===== config.mk =====
export PLATFORM = sky130hd
export DESIGN_NAME = bomc_cfg
export DESIGN_NICKNAME = d
export VERILOG_FILES = /design/src/pkg/bomc_pkg.sv /design/src/bomc_cfg.sv /design/src/bomc_rate_div.sv
export VERILOG_INCLUDE_DIRS = /design/src /design/src/pkg
export SDC_FILE = /design/constraint.sdc
export NUM_CORES = 2
export LEC_CHECK = 0
export ABC_AREA = 1
export BUFFER_PORTS_ARGS = -buffer_cell sky130_fd_sc_hd__buf_4
export CORE_AREA = 2 2 291 293
export CTS_CLUSTER_DIAMETER = 100
export DETAILED_ROUTE_END_ITERATION = 12
export DIE_AREA = 0 0 293 295
export HOLD_SLACK_MARGIN = 0.05
export PLACE_DENSITY = 0.76
export SYNTH_ARGS = -nofsm -noshare
export SYNTH_HDL_FRONTEND = slang
export SYNTH_SLANG_ARGS = --single-unit
export TNS_END_PERCENT = 10

===== constraint.sdc =====
create_clock -name clk_i -period 34.1 [get_ports clk_i]
set_input_delay 5.115 -clock clk_i [delete_from_list [all_inputs] [get_ports clk_i]]
set_output_delay 5.115 -clock clk_i [all_outputs]
set_load 0.1 [all_outputs]

===== src/pkg/bomc_map.svh =====
// constants for the binary output message configuration register
`ifndef BOMC_MAP_SVH
`define BOMC_MAP_SVH

`define BOMC_REG_ID          8'h4C
`define BOMC_OFS_PORT_SEL    5'h00
`define BOMC_OFS_RATE_DIV    5'h02
`define BOMC_OFS_GROUP       5'h04
`define BOMC_LEN_MIN         5'h06
`define BOMC_LEN_MAX         5'h16
`define BOMC_MAX_FIELDS      8
`define BOMC_GROUP_EXT_BIT   7
`define BOMC_PORT_NONE       16'h0000
`define BOMC_PORT_ONE        16'h0001
`define BOMC_PORT_TWO        16'h0002
`define BOMC_PORT_BOTH       16'h0003
`define BOMC_RST_PORT_SEL    16'h0000
`define BOMC_RST_RATE_DIV    16'h0010
`define BOMC_RST_GROUP       8'h00
`define BOMC_RST_LEN         5'h05
`define BOMC_IMU_RATE_HZ     24'h000320
`define BOMC_BYTES_PER_FIELD 16'h0004
`define BOMC_MSG_OVERHEAD    16'h0008

`endif


===== src/pkg/bomc_pkg.sv =====
// types shared by the message configuration block
package bomc_pkg;

    typedef enum logic [1:0] {
        BOMC_RESP_OK,
        BOMC_RESP_INVALID_PARAM,
        BOMC_RESP_INSUFF_BAUD
    } bomc_resp_t;

    typedef enum {
        BOMC_ST_IDLE,
        BOMC_ST_RECV,
        BOMC_ST_CHECK,
        BOMC_ST_READ
    } bomc_state_t;

endpackage


===== src/bomc_cfg.sv =====
// binary output message configuration register with write checks and pacing
`include "bomc_map.svh"

module bomc_cfg (
    // clock and reset
    input  wire logic                clk_i,
    input  wire logic                resetn_i,
    input  wire logic                ce_i,
    // register write from the command link
    input  wire logic                wr_start_i,
    input  wire logic [7:0]          wr_reg_id_i,
    input  wire logic                wr_byte_valid_i,
    input  wire logic [7:0]          wr_byte_i,
    input  wire logic                wr_byte_last_i,
    // write response
    output logic                     resp_valid_o,
    output bomc_pkg::bomc_resp_t     resp_code_o,
    // register read to the command link
    input  wire logic                rd_start_i,
    input  wire logic [7:0]          rd_reg_id_i,
    input  wire logic                rd_byte_ready_i,
    output logic                     rd_byte_valid_o,
    output logic [7:0]               rd_byte_o,
    output logic                     rd_byte_last_o,
    // current baud capacity, bytes per second
    input  wire logic [23:0]         baud_bytes_per_s_i,
    // inertial sample pulse and emission
    input  wire logic                imu_tick_i,
    output logic                     emit_port1_o,
    output logic                     emit_port2_o,
    // active configuration to the emitter
    output logic [15:0]              output_port_select_o,
    output logic [15:0]              emit_rate_divider_o,
    output logic [15:0]              group_select_mask_o,
    output logic [3:0]               field_count_o,
    input  wire logic [2:0]          field_rd_idx_i,
    output logic [15:0]              field_select_word_o
);

    // staging buffer for the incoming payload and the committed image
    logic [7:0]            stg_reg [0:21];
    logic [7:0]            img_reg [0:21];
    logic [4:0]            stg_len_reg;
    logic                  stg_ovf_reg;
    logic [4:0]            img_len_reg;
    logic [4:0]            rd_idx_reg;
    bomc_pkg::bomc_state_t state_reg;
    logic                  emit_reg;

    // decoded check terms on the staging buffer
    logic                  chk_two_bytes;
    logic [15:0]           chk_mask;
    logic [4:0]            chk_groups;
    logic [4:0]            chk_rem;
    logic [4:0]            chk_fields;
    logic [15:0]           chk_div;
    logic [15:0]           chk_port;
    logic [15:0]           chk_field_bits;
    logic [15:0]           chk_est_bytes;
    logic [47:0]           chk_need;
    logic [47:0]           chk_have;
    logic                  chk_len_ok;
    logic                  chk_param_ok;
    logic                  chk_baud_ok;

    // set bits of a 16-bit word
    function automatic logic [4:0] bomc_popcount(input logic [15:0] w);
        logic [4:0] c;
        c = 5'h00;
        for (int i = 0; i < 16; i++)
        begin
            c = c + {4'h0, w[i]};
        end
        return c;
    endfunction

    assign chk_two_bytes = stg_reg[4][`BOMC_GROUP_EXT_BIT];
    assign chk_mask = chk_two_bytes ? {stg_reg[5], stg_reg[4]} : {8'h00, stg_reg[4]};
    // the extension bit marks the second byte and selects no group itself
    assign chk_groups = bomc_popcount(chk_mask) - {4'h0, chk_two_bytes};
    assign chk_rem    = stg_len_reg - 5'h04 - (chk_two_bytes ? 5'h02 : 5'h01);
    assign chk_fields = {1'b0, chk_rem[4:1]};
    assign chk_port   = {stg_reg[1], stg_reg[0]};
    assign chk_div    = {stg_reg[3], stg_reg[2]};

    assign chk_len_ok = !stg_ovf_reg
                        && stg_len_reg >= `BOMC_LEN_MIN
                        && stg_len_reg <= `BOMC_LEN_MAX
                        && stg_len_reg >= (chk_two_bytes ? 5'h06 : 5'h05);

    assign chk_param_ok = chk_len_ok
                          && !chk_rem[0]
                          && chk_fields == chk_groups
                          && chk_port <= `BOMC_PORT_BOTH
                          && chk_div != 16'h0000;

    // total selected fields over the staged field words
    always_comb
    begin
        chk_field_bits = 16'h0000;
        for (int k = 0; k < `BOMC_MAX_FIELDS; k++)
        begin
            if (k < 32'(chk_fields))
            begin
                chk_field_bits = chk_field_bits + {11'h000, bomc_popcount(
                    {stg_reg[(chk_two_bytes ? 7 : 6) + 2 * k],
                     stg_reg[(chk_two_bytes ? 6 : 5) + 2 * k]})};
            end
        end
    end

    // estimate of bytes per message; the real frame layout is the emitter's
    assign chk_est_bytes = `BOMC_MSG_OVERHEAD + 16'(chk_field_bits * `BOMC_BYTES_PER_FIELD);

    assign chk_need = 48'(chk_est_bytes) * 48'(`BOMC_IMU_RATE_HZ);
    assign chk_have = 48'(baud_bytes_per_s_i) * 48'(chk_div);
    // disabled output needs no bandwidth
    assign chk_baud_ok = (chk_port == `BOMC_PORT_NONE) || (chk_need <= chk_have);

    // transaction sequencing: write receive, check, read stream
    always_ff @(posedge clk_i or negedge resetn_i)
    begin
        if (!resetn_i)
        begin
            state_reg <= bomc_pkg::BOMC_ST_IDLE;
        end
        else if (ce_i)
        begin
            case (state_reg)
                bomc_pkg::BOMC_ST_IDLE:
                begin
                    if (wr_start_i && wr_reg_id_i == `BOMC_REG_ID)
                    begin
                        state_reg <= bomc_pkg::BOMC_ST_RECV;
                    end
                    else if (rd_start_i && rd_reg_id_i == `BOMC_REG_ID)
                    begin
                        state_reg <= bomc_pkg::BOMC_ST_READ;
                    end
                end
                bomc_pkg::BOMC_ST_RECV:
                begin
                    if (wr_byte_valid_i && wr_byte_last_i)
                    begin
                        state_reg <= bomc_pkg::BOMC_ST_CHECK;
                    end
                end
                bomc_pkg::BOMC_ST_CHECK:
                begin
                    state_reg <= bomc_pkg::BOMC_ST_IDLE;
                end
                bomc_pkg::BOMC_ST_READ:
                begin
                    if (rd_byte_ready_i && rd_idx_reg == img_len_reg - 5'h01)
                    begin
                        state_reg <= bomc_pkg::BOMC_ST_IDLE;
                    end
                end
                default:
                begin
                    state_reg <= bomc_pkg::BOMC_ST_IDLE;
                end
            endcase
        end
    end

    // staging buffer fill; bytes past the maximum only raise overflow
    always_ff @(posedge clk_i or negedge resetn_i)
    begin
        if (!resetn_i)
        begin
            stg_len_reg <= 5'h00;
            stg_ovf_reg <= 1'b0;
            for (int i = 0; i < 22; i++)
            begin
                stg_reg[i] <= 8'h00;
            end
        end
        else if (ce_i)
        begin
            if (state_reg == bomc_pkg::BOMC_ST_IDLE)
            begin
                stg_len_reg <= 5'h00;
                stg_ovf_reg <= 1'b0;
            end
            else if (state_reg == bomc_pkg::BOMC_ST_RECV && wr_byte_valid_i)
            begin
                if (stg_len_reg < `BOMC_LEN_MAX)
                begin
                    stg_reg[stg_len_reg] <= wr_byte_i;
                    stg_len_reg          <= stg_len_reg + 5'h01;
                end
                else
                begin
                    stg_ovf_reg <= 1'b1;
                end
            end
        end
    end

    // commit the staged image only when every check passes
    always_ff @(posedge clk_i or negedge resetn_i)
    begin
        if (!resetn_i)
        begin
            img_len_reg <= `BOMC_RST_LEN;
            for (int i = 0; i < 22; i++)
            begin
                img_reg[i] <= 8'h00;
            end
            img_reg[0] <= 8'(`BOMC_RST_PORT_SEL & 16'h00FF);
            img_reg[1] <= 8'(`BOMC_RST_PORT_SEL >> 8);
            img_reg[2] <= 8'(`BOMC_RST_RATE_DIV & 16'h00FF);
            img_reg[3] <= 8'(`BOMC_RST_RATE_DIV >> 8);
            img_reg[4] <= `BOMC_RST_GROUP;
        end
        else if (ce_i && state_reg == bomc_pkg::BOMC_ST_CHECK && chk_param_ok && chk_baud_ok)
        begin
            img_len_reg <= stg_len_reg;
            for (int i = 0; i < 22; i++)
            begin
                img_reg[i] <= (5'(i) < stg_len_reg) ? stg_reg[i] : 8'h00;
            end
        end
    end

    // one response per write; parameter errors take priority over baud
    always_ff @(posedge clk_i or negedge resetn_i)
    begin
        if (!resetn_i)
        begin
            resp_valid_o <= 1'b0;
            resp_code_o  <= bomc_pkg::BOMC_RESP_OK;
        end
        else if (ce_i)
        begin
            resp_valid_o <= state_reg == bomc_pkg::BOMC_ST_CHECK;
            if (state_reg == bomc_pkg::BOMC_ST_CHECK)
            begin
                if (!chk_param_ok)
                begin
                    resp_code_o <= bomc_pkg::BOMC_RESP_INVALID_PARAM;
                end
                else if (!chk_baud_ok)
                begin
                    resp_code_o <= bomc_pkg::BOMC_RESP_INSUFF_BAUD;
                end
                else
                begin
                    resp_code_o <= bomc_pkg::BOMC_RESP_OK;
                end
            end
        end
    end

    // read stream index; held while the link stalls
    always_ff @(posedge clk_i or negedge resetn_i)
    begin
        if (!resetn_i)
        begin
            rd_idx_reg <= 5'h00;
        end
        else if (ce_i)
        begin
            if (state_reg != bomc_pkg::BOMC_ST_READ)
            begin
                rd_idx_reg <= 5'h00;
            end
            else if (rd_byte_ready_i)
            begin
                rd_idx_reg <= rd_idx_reg + 5'h01;
            end
        end
    end

    assign rd_byte_valid_o = state_reg == bomc_pkg::BOMC_ST_READ;
    assign rd_byte_o       = rd_byte_valid_o ? img_reg[rd_idx_reg] : 8'h00;
    assign rd_byte_last_o  = rd_byte_valid_o && rd_idx_reg == img_len_reg - 5'h01;

    // active configuration fields from the committed image
    assign output_port_select_o = {img_reg[1], img_reg[0]};
    assign emit_rate_divider_o  = {img_reg[3], img_reg[2]};
    assign group_select_mask_o  = img_reg[4][`BOMC_GROUP_EXT_BIT] ?
                                  {img_reg[5], img_reg[4]} : {8'h00, img_reg[4]};
    assign field_count_o = 4'((img_len_reg - 5'h04
                              - (img_reg[4][`BOMC_GROUP_EXT_BIT] ? 5'h02 : 5'h01)) >> 1);

    always_ff @(posedge clk_i or negedge resetn_i)
    begin
        if (!resetn_i)
        begin
            field_select_word_o <= 16'h0000;
        end
        else if (ce_i)
        begin
            if (img_reg[4][`BOMC_GROUP_EXT_BIT])
            begin
                field_select_word_o <= {img_reg[5'd7 + {1'b0, field_rd_idx_i, 1'b0}],
                                        img_reg[5'd6 + {1'b0, field_rd_idx_i, 1'b0}]};
            end
            else
            begin
                field_select_word_o <= {img_reg[5'd6 + {1'b0, field_rd_idx_i, 1'b0}],
                                        img_reg[5'd5 + {1'b0, field_rd_idx_i, 1'b0}]};
            end
        end
    end

    bomc_rate_div u_rate_div (
        .clk_i     (clk_i),
        .resetn_i  (resetn_i),
        .ce_i      (ce_i),
        .tick_i    (imu_tick_i),
        .divider_i (emit_rate_divider_o),
        .enable_i  (output_port_select_o != `BOMC_PORT_NONE),
        .emit_o    (emit_reg)
    );

    assign emit_port1_o = emit_reg && (output_port_select_o == `BOMC_PORT_ONE
                                       || output_port_select_o == `BOMC_PORT_BOTH);
    assign emit_port2_o = emit_reg && (output_port_select_o == `BOMC_PORT_TWO
                                       || output_port_select_o == `BOMC_PORT_BOTH);

endmodule


===== src/bomc_rate_div.sv =====
// sample-rate divider that paces message emission
module bomc_rate_div (
    // clock and reset
    input  wire logic        clk_i,
    input  wire logic        resetn_i,
    input  wire logic        ce_i,
    // pacing
    input  wire logic        tick_i,
    input  wire logic [15:0] divider_i,
    input  wire logic        enable_i,
    output logic             emit_o
);

    logic [15:0] count_reg;

    // count samples; a zero divider never fires since writes reject it anyway
    always_ff @(posedge clk_i or negedge resetn_i)
    begin
        if (!resetn_i)
        begin
            count_reg <= 16'h0000;
            emit_o    <= 1'b0;
        end
        else if (ce_i)
        begin
            emit_o <= 1'b0;
            if (!enable_i)
            begin
                count_reg <= 16'h0000;
            end
            else if (tick_i)
            begin
                if ((count_reg + 16'h0001) >= divider_i && divider_i != 16'h0000)
                begin
                    count_reg <= 16'h0000;
                    emit_o    <= 1'b1;
                end
                else
                begin
                    count_reg <= count_reg + 16'h0001;
                end
            end
        end
    end

endmodule


# After elaboration in Yosys (flattened, before gate mapping)
# Index checks and enable logic that the tools add are counted.
[op_classes] n_addsub=169 multipliers=2 magnitude_cmp=59 eq_ne=18 n_mux=123 bitwise=22 n_reduce_logical=41
[ops] operator="$bmux W8 S5" n=20
[ops] operator="$ge A32 B6 Y1 const B" n=16
[ops] operator="$mux W8" n=64
[ops] operator="$add A5 B1 Y5" n=99
[ops] operator="$not A32 Y32" n=14
[ops] operator="$add A32 B5 Y32 const B" n=6
[ops] operator="$bwmux W176" n=1
[ops] operator="$add A32 B4 Y32 const B" n=4
[ops] operator="$mux W32" n=4
[ops] operator="$mux W14" n=7
[ops] operator="$mux W16" n=6
[ops] operator="$pmux W32 S3" n=1
[ops] operator="$add A14 B5 Y14" n=6
[ops] operator="$add A32 B3 Y32 const B" n=2
[ops] operator="$eq A32 B2 Y1 const B" n=2
[ops] operator="$eq A32 B3 Y1 const B" n=2
[ops] operator="$logic_not A32 Y1" n=2
[ops] operator="$not A5 Y32" n=2
[ops] operator="$reduce_bool A16 Y1" n=3
[ops] operator="$add A4 B1 Y5" n=9
[ops] operator="$demux W8 S5" n=1
[ops] operator="$le A26 B40 Y1" n=1
[ops] operator="$lt A4 B5 Y1 const A" n=8
[ops] operator="$mul A24 B16 Y40" n=1
[ops] operator="51 further kinds" n=153
[totals] regBits=436 in_bits=60

# Depth between registers and ports, before layout
[logic_depth] ltp_word=41 depth_mapped=118 ltp_nobuf=114

# Modules after synthesis
# From an unflattened synthesis, not the netlist that was laid out.
[unflattened] hier_cells=5816 area_unflattened_um2=43210.2
[modules_own_cells] mod="bomc_cfg" instances=1 cells_each=5566 area_each_um2=41616.2 seq_area_each_um2=9738.1
[modules_own_cells] mod="bomc_rate_div" instances=1 cells_each=250 area_each_um2=1594.0 seq_area_each_um2=425.4

# Worst setup path after synthesis
# OpenSTA, ideal clock, no wires.
[synth_path] path_type="flip-flop to flip-flop" from="reg stg_reg, in the netlist chk_two_bytes" to="reg img_reg[26] (netlist name)" setup_time_ns=0.121 arrival_time_ns=28.425 t_required_ns=33.979 path_slack_ns=5.554 path_stages_with_launch=102 path_buffers=5 period_less_slack_ns=28.546 path_cell_list="dfrtp_1 clkbuf_1 clkbuf_1 clkbuf_1 nand2_1 nand2_1 fa_1 inv_1 fa_1 fa_1 fa_1 inv_1 ha_1 nand2_1 fa_1 fa_1 fa_1 fa_1 [... 66 more ...] xnor2_1 inv_1 ha_1 nand4_1 nor4_1 inv_1 nor3_1 nand2_1 o211ai_1 nor2_1 o22ai_2 nand3_2 nor3_4 nand2_4 nand2_8 buf_8 buf_4 o21ai_1"
[synth_between] elab_chain_len=40
[synth_lines] item="start, declared" line_no="bomc_cfg.sv:41" source="logic [7:0] stg_reg [0:21];"
[synth_lines] item="start signal, assigned by index" line_no="bomc_cfg.sv:190" source="stg_reg[stg_len_reg] <= wr_byte_i;"
[synth_lines] item="$mux W2" line_no="bomc_cfg.sv:81, bomc_cfg.sv:89, bomc_cfg.sv:107"
[synth_lines] item="$add A32 B3 Y32 or $not A32 Y32 (tied branches)" line_no="bomc_cfg.sv:107" source="stg_reg[(chk_two_bytes ? 6 : 5) + 2 * k]})};"
[synth_lines] item="$not A32 Y32 or $bmux W8 S5 (tied branches)" line_no="bomc_cfg.sv:107"
[synth_lines] item="$bmux W8 S5 or $mux W8 (tied branches)" line_no="bomc_cfg.sv:107"
[synth_lines] item="$mux W8" line_no="bomc_cfg.sv:107"
[synth_lines] item="$mux W8 or $add A1 B1 Y2 (tied branches)" line_no="bomc_cfg.sv:107, bomc_cfg.sv:72"
[synth_lines] item="$add A1 B1 Y2 or $add A2 B1 Y3 (tied branches)" line_no="bomc_cfg.sv:72" source="c = c + {4'h0, w[i]};"
[synth_lines] item="$add A2 B1 Y3 or $add A3 B1 Y4 (tied branches)" line_no="bomc_cfg.sv:72"
[synth_lines] item="[... 24 more ...]"
[synth_lines] item="$mux W14" line_no="bomc_cfg.sv:103" source="if (k < 32'(chk_fields))"
[synth_lines] item="$add A14 B5 Y14" line_no="bomc_cfg.sv:105" source="chk_field_bits = chk_field_bits + {11'h000, bomc_popcount("
[synth_lines] item="$mux W14" line_no="bomc_cfg.sv:103"
[synth_lines] item="$add A4 B16 Y16 (no source line)"
[synth_lines] item="$mul A16 B5 Y21" line_no="bomc_cfg.sv:115" source="assign chk_need = 48'(chk_est_bytes) * 48'(`BOMC_IMU_RATE_HZ);"
[synth_lines] item="$le A26 B40 Y1" line_no="bomc_cfg.sv:118" source="assign chk_baud_ok = (chk_port == `BOMC_PORT_NONE) || (chk_need <= chk_have);"
[synth_lines] item="$logic_or A1 B1 Y1" line_no="bomc_cfg.sv:118"
[synth_lines] item="$logic_and A1 B1 Y1 *" line_no="bomc_cfg.sv:217" source="else if (ce_i && state_reg == bomc_pkg::BOMC_ST_CHECK && chk_param_ok && chk_baud_ok)"
[synth_lines] item="end signal, assigned by index" line_no="bomc_cfg.sv:222" source="img_reg[i] <= (5'(i) < stg_len_reg) ? stg_reg[i] : 8'h00;"
[synth_lines] item="end, declared" line_no="bomc_cfg.sv:42" source="logic [7:0] img_reg [0:21];"
# Every way passes the cells marked *; elsewhere a longest branch is shown, timed or not. The select of a mux whose other input is x is not followed.
# A chain may end at the register's enable or synchronous reset.

# Worst setup path in the final report
[layout_path] from="reg stg_reg, in the netlist chk_two_bytes" to="reg img_reg, in the netlist emit_rate_divider_o[4]"
# Same word-level chain as after synthesis.

==> reports/results.ini <==
[clock_tree]
ctsResizeCount=0
ctsHoldBuffers=0
cts_buffers=41
cts_num_sinks=406
clock-root-buffer=clkbuf_16
clock_tree.buffer_depth=3
clk_pin_slew_ns=0.07
htreeDepth=2
clock_latency_ns=0.57
post_cts_buffers=0
cts_tree=built

[die]
boundaryPins=143
die_h_um=295
die_x_um=293
die_area_um2=86400
rows=106
core-area_um2=83200
initial_core_util_pct=52.7

[sta]
worst_slew_pin_slew_ns=1.11
post-route-period-util_pct=90.9
finalSetupViolCount=0
min_period_ns=31.00
hold_viol=0
skew_ns=0.0252
slew_violations=0
setup_tns_ns=0
max-slew-margin-rel_pct=25.8
clock.fmax_mhz=32.3
rsz0062_at_grt=false

[finish]
drive_gt1_share_pct=10.3
fin_cells=6753
syn2layout_area_growth_pct=5.66
finalNetCount=6404
post-route-util_pct=55.6
largest_reg_flops=144
fillers=7733

[logic_synthesis]
ys_seq_elements=406
synth_area_leaders=dfrtp_1 23%, fa_1 19%, nand2_1 11%
yosysTopAreaCellShare_pct=23.0
syn_area_per_cell_um2=7.63
ys_async_sr_fraction_pct=100
synthesis.area_um2=43800
synth_edf_count=0
ys_warn_count=0
synth_most_common_cell=nand2_1
ys_top_cells_by_count=1,329 x nand2_1, 978 x inv_1, 618 x o21ai_0, 421 x fa_1, 403 x dfrtp_1
yosysSeqAreaShare_pct=23.2
synthFlopType=dfrtp_1
synth.distinct_cells=71
synth_cells=5740
synth_top_area_cell=dfrtp_1

[worst_setup_path]
worstSetupPathType=reg2reg
reg2reg_to=emit_rate_divider_o[4]
path_max_fanout=106
cp.arrival_ns=31.49
r2r_start=chk_two_bytes
start_kind=flip-flop
required_ns=34.59
cpPeakStageDelay_ns=1.00
cpMostUsedCell=fa_1
crit_path_end_kind=flip-flop
r2r_slack_ns=3.10
r2r.worst_path.cells=97
slowest_stage=dfrtp_4

[min_path]
whs_path_depth=2
hold_path.startpoint=img_len_reg[0]
whs_endpoint=img_len_reg[0]
hp-class=reg2reg

[place]
io_buffers=142
hpwl_mm=101
dpl.cell_count=6681
gp_congestion=1.03

[detailed_routing]
drt_pass1_iterations=6
ant_nets=0
post_drt_wl_per_cell_um=19.4
drt_iter0_drc=3724
drc_errors=0
vias=38300
wirelength_mm=131
post_drt_via_cell_ratio=5.67

[global_routing]
grt_use_total_pct=30.6
grt_pass1_vias=37900
grt_max_degree=169
grt_pass1_wl_mm=208
gr-total-overflow=0
antenna_found_initial=3

[run]
maxCapViolCount=0

[status]
status=finished clean

==> layer usage <==
| layer | global-route usage (%) | up-vias | wire length [um] |
|---|---|---|---|
| li1 | - | 17800 | - |
| met1 | 39.6 | 18300 | 51900 |
| met2 | 50.6 | 1775 | 61500 |
| met3 | 3.62 | 374 | 10100 |
| met4 | 16.0 | 4 | 7300 |
| met5 | 0 | - | 23 |
==> worst max-delay path, delay by kind of cell (launching register included) <==
| kind | cells | cell delay, ns |
|---|---|---|
| adders and majority gates | 47 | 22.84 |
| DFF | 1 | 1.00 |
| AOI/OAI and AO/OA | 10 | 1.52 |
| buffers and inverters | 9 | 1.07 |
| xor gates and xnor gates | 2 | 0.41 |
| and+or+nand+nor | 29 | 3.88 |
==> layout make-up <==
class | instances | area (um^2) | area share (%)
Clock inverter | 14 | 199 | 0.430
Inverter | 999 | 3750 | 8.11
Multi-Input combinational cell | 4012 | 28200 | 60.9
Antenna cell | 1 | 2.50 | 0.00541
Sequential cell | 406 | 10200 | 22.0
Clock buffer | 57 | 1210 | 2.61
Timing Repair Buffer | 184 | 1430 | 3.08
Tap cell | 1080 | 1350 | 2.92
==> metrics by stage <==
| stage | setup slack (ns) | hold WS (ns) | instance area [um^2] |
|---|---|---|---|
| final | 3.10 | 0.479 | 46300 |
| after global routing | 1.35 | 0.497 | 46300 |
| after CTS | 3.06 | 0.479 | 46300 |
| after detailed placement | 3.14 | 0.466 | 44900 |
| after global placement | 3.52 | 0.462 | 44900 |
| after floorplan | 5.55 | 0.451 | 43800 |
==> cells by family after synthesis <==
logic type	count (synthesis)	synth area share [%]
fa+ha+maj	700	27.2
xor+xnor	83	1.68
other cells	2	0.0171
mux	5	0.114
simple gates	2024	20.1
compound gates	1190	15.1
flops	406	23.2
buf+inv	1330	12.6
==> cell usage in the layout (no fill, tap or decap), types with 11 or more instances in the layout <==
cell type	Yosys	layout
a31oi_1	11	11
ha_1	279	279
inv_2	12	13
or2_2	55	55
a21oi_1	314	313
nand2_1	1329	1329
nand3_1	227	227
nor3_1	29	29
dfrtp_1	403	401
o21ai_2	103	103
o21ai_0	618	618
fa_1	421	421
inv_1	978	976
nand2_2	115	115
clkbuf_16	0	42
o211ai_1	27	27
xnor2_1	40	40
o21ai_1	60	60
xor2_1	42	42
nor2_1	156	156
nor4_1	17	17
buf_4	47	180
nand4_1	35	35
==> worst max path at each step <==
| stage | slack, ns | end | depth (start not counted) | startpoint |
|---|---|---|---|---|
| after global placement | 3.52 | img_reg[0] | 96 | chk_two_bytes |
| final | 3.10 | emit_rate_divider_o[4] | 97 | chk_two_bytes |
| after CTS | 3.06 | img_reg[24] | 97 | chk_two_bytes |
| after floorplan | 5.55 | img_reg[26] | 101 | chk_two_bytes |
| after global routing | 1.35 | img_reg[8] | 97 | chk_two_bytes |
| after detailed placement | 3.14 | img_reg[24] | 97 | chk_two_bytes |
Power is left out: the tool's default activity adds up to more than one toggle a clock period on the data nets, which glitch-free logic cannot reach.
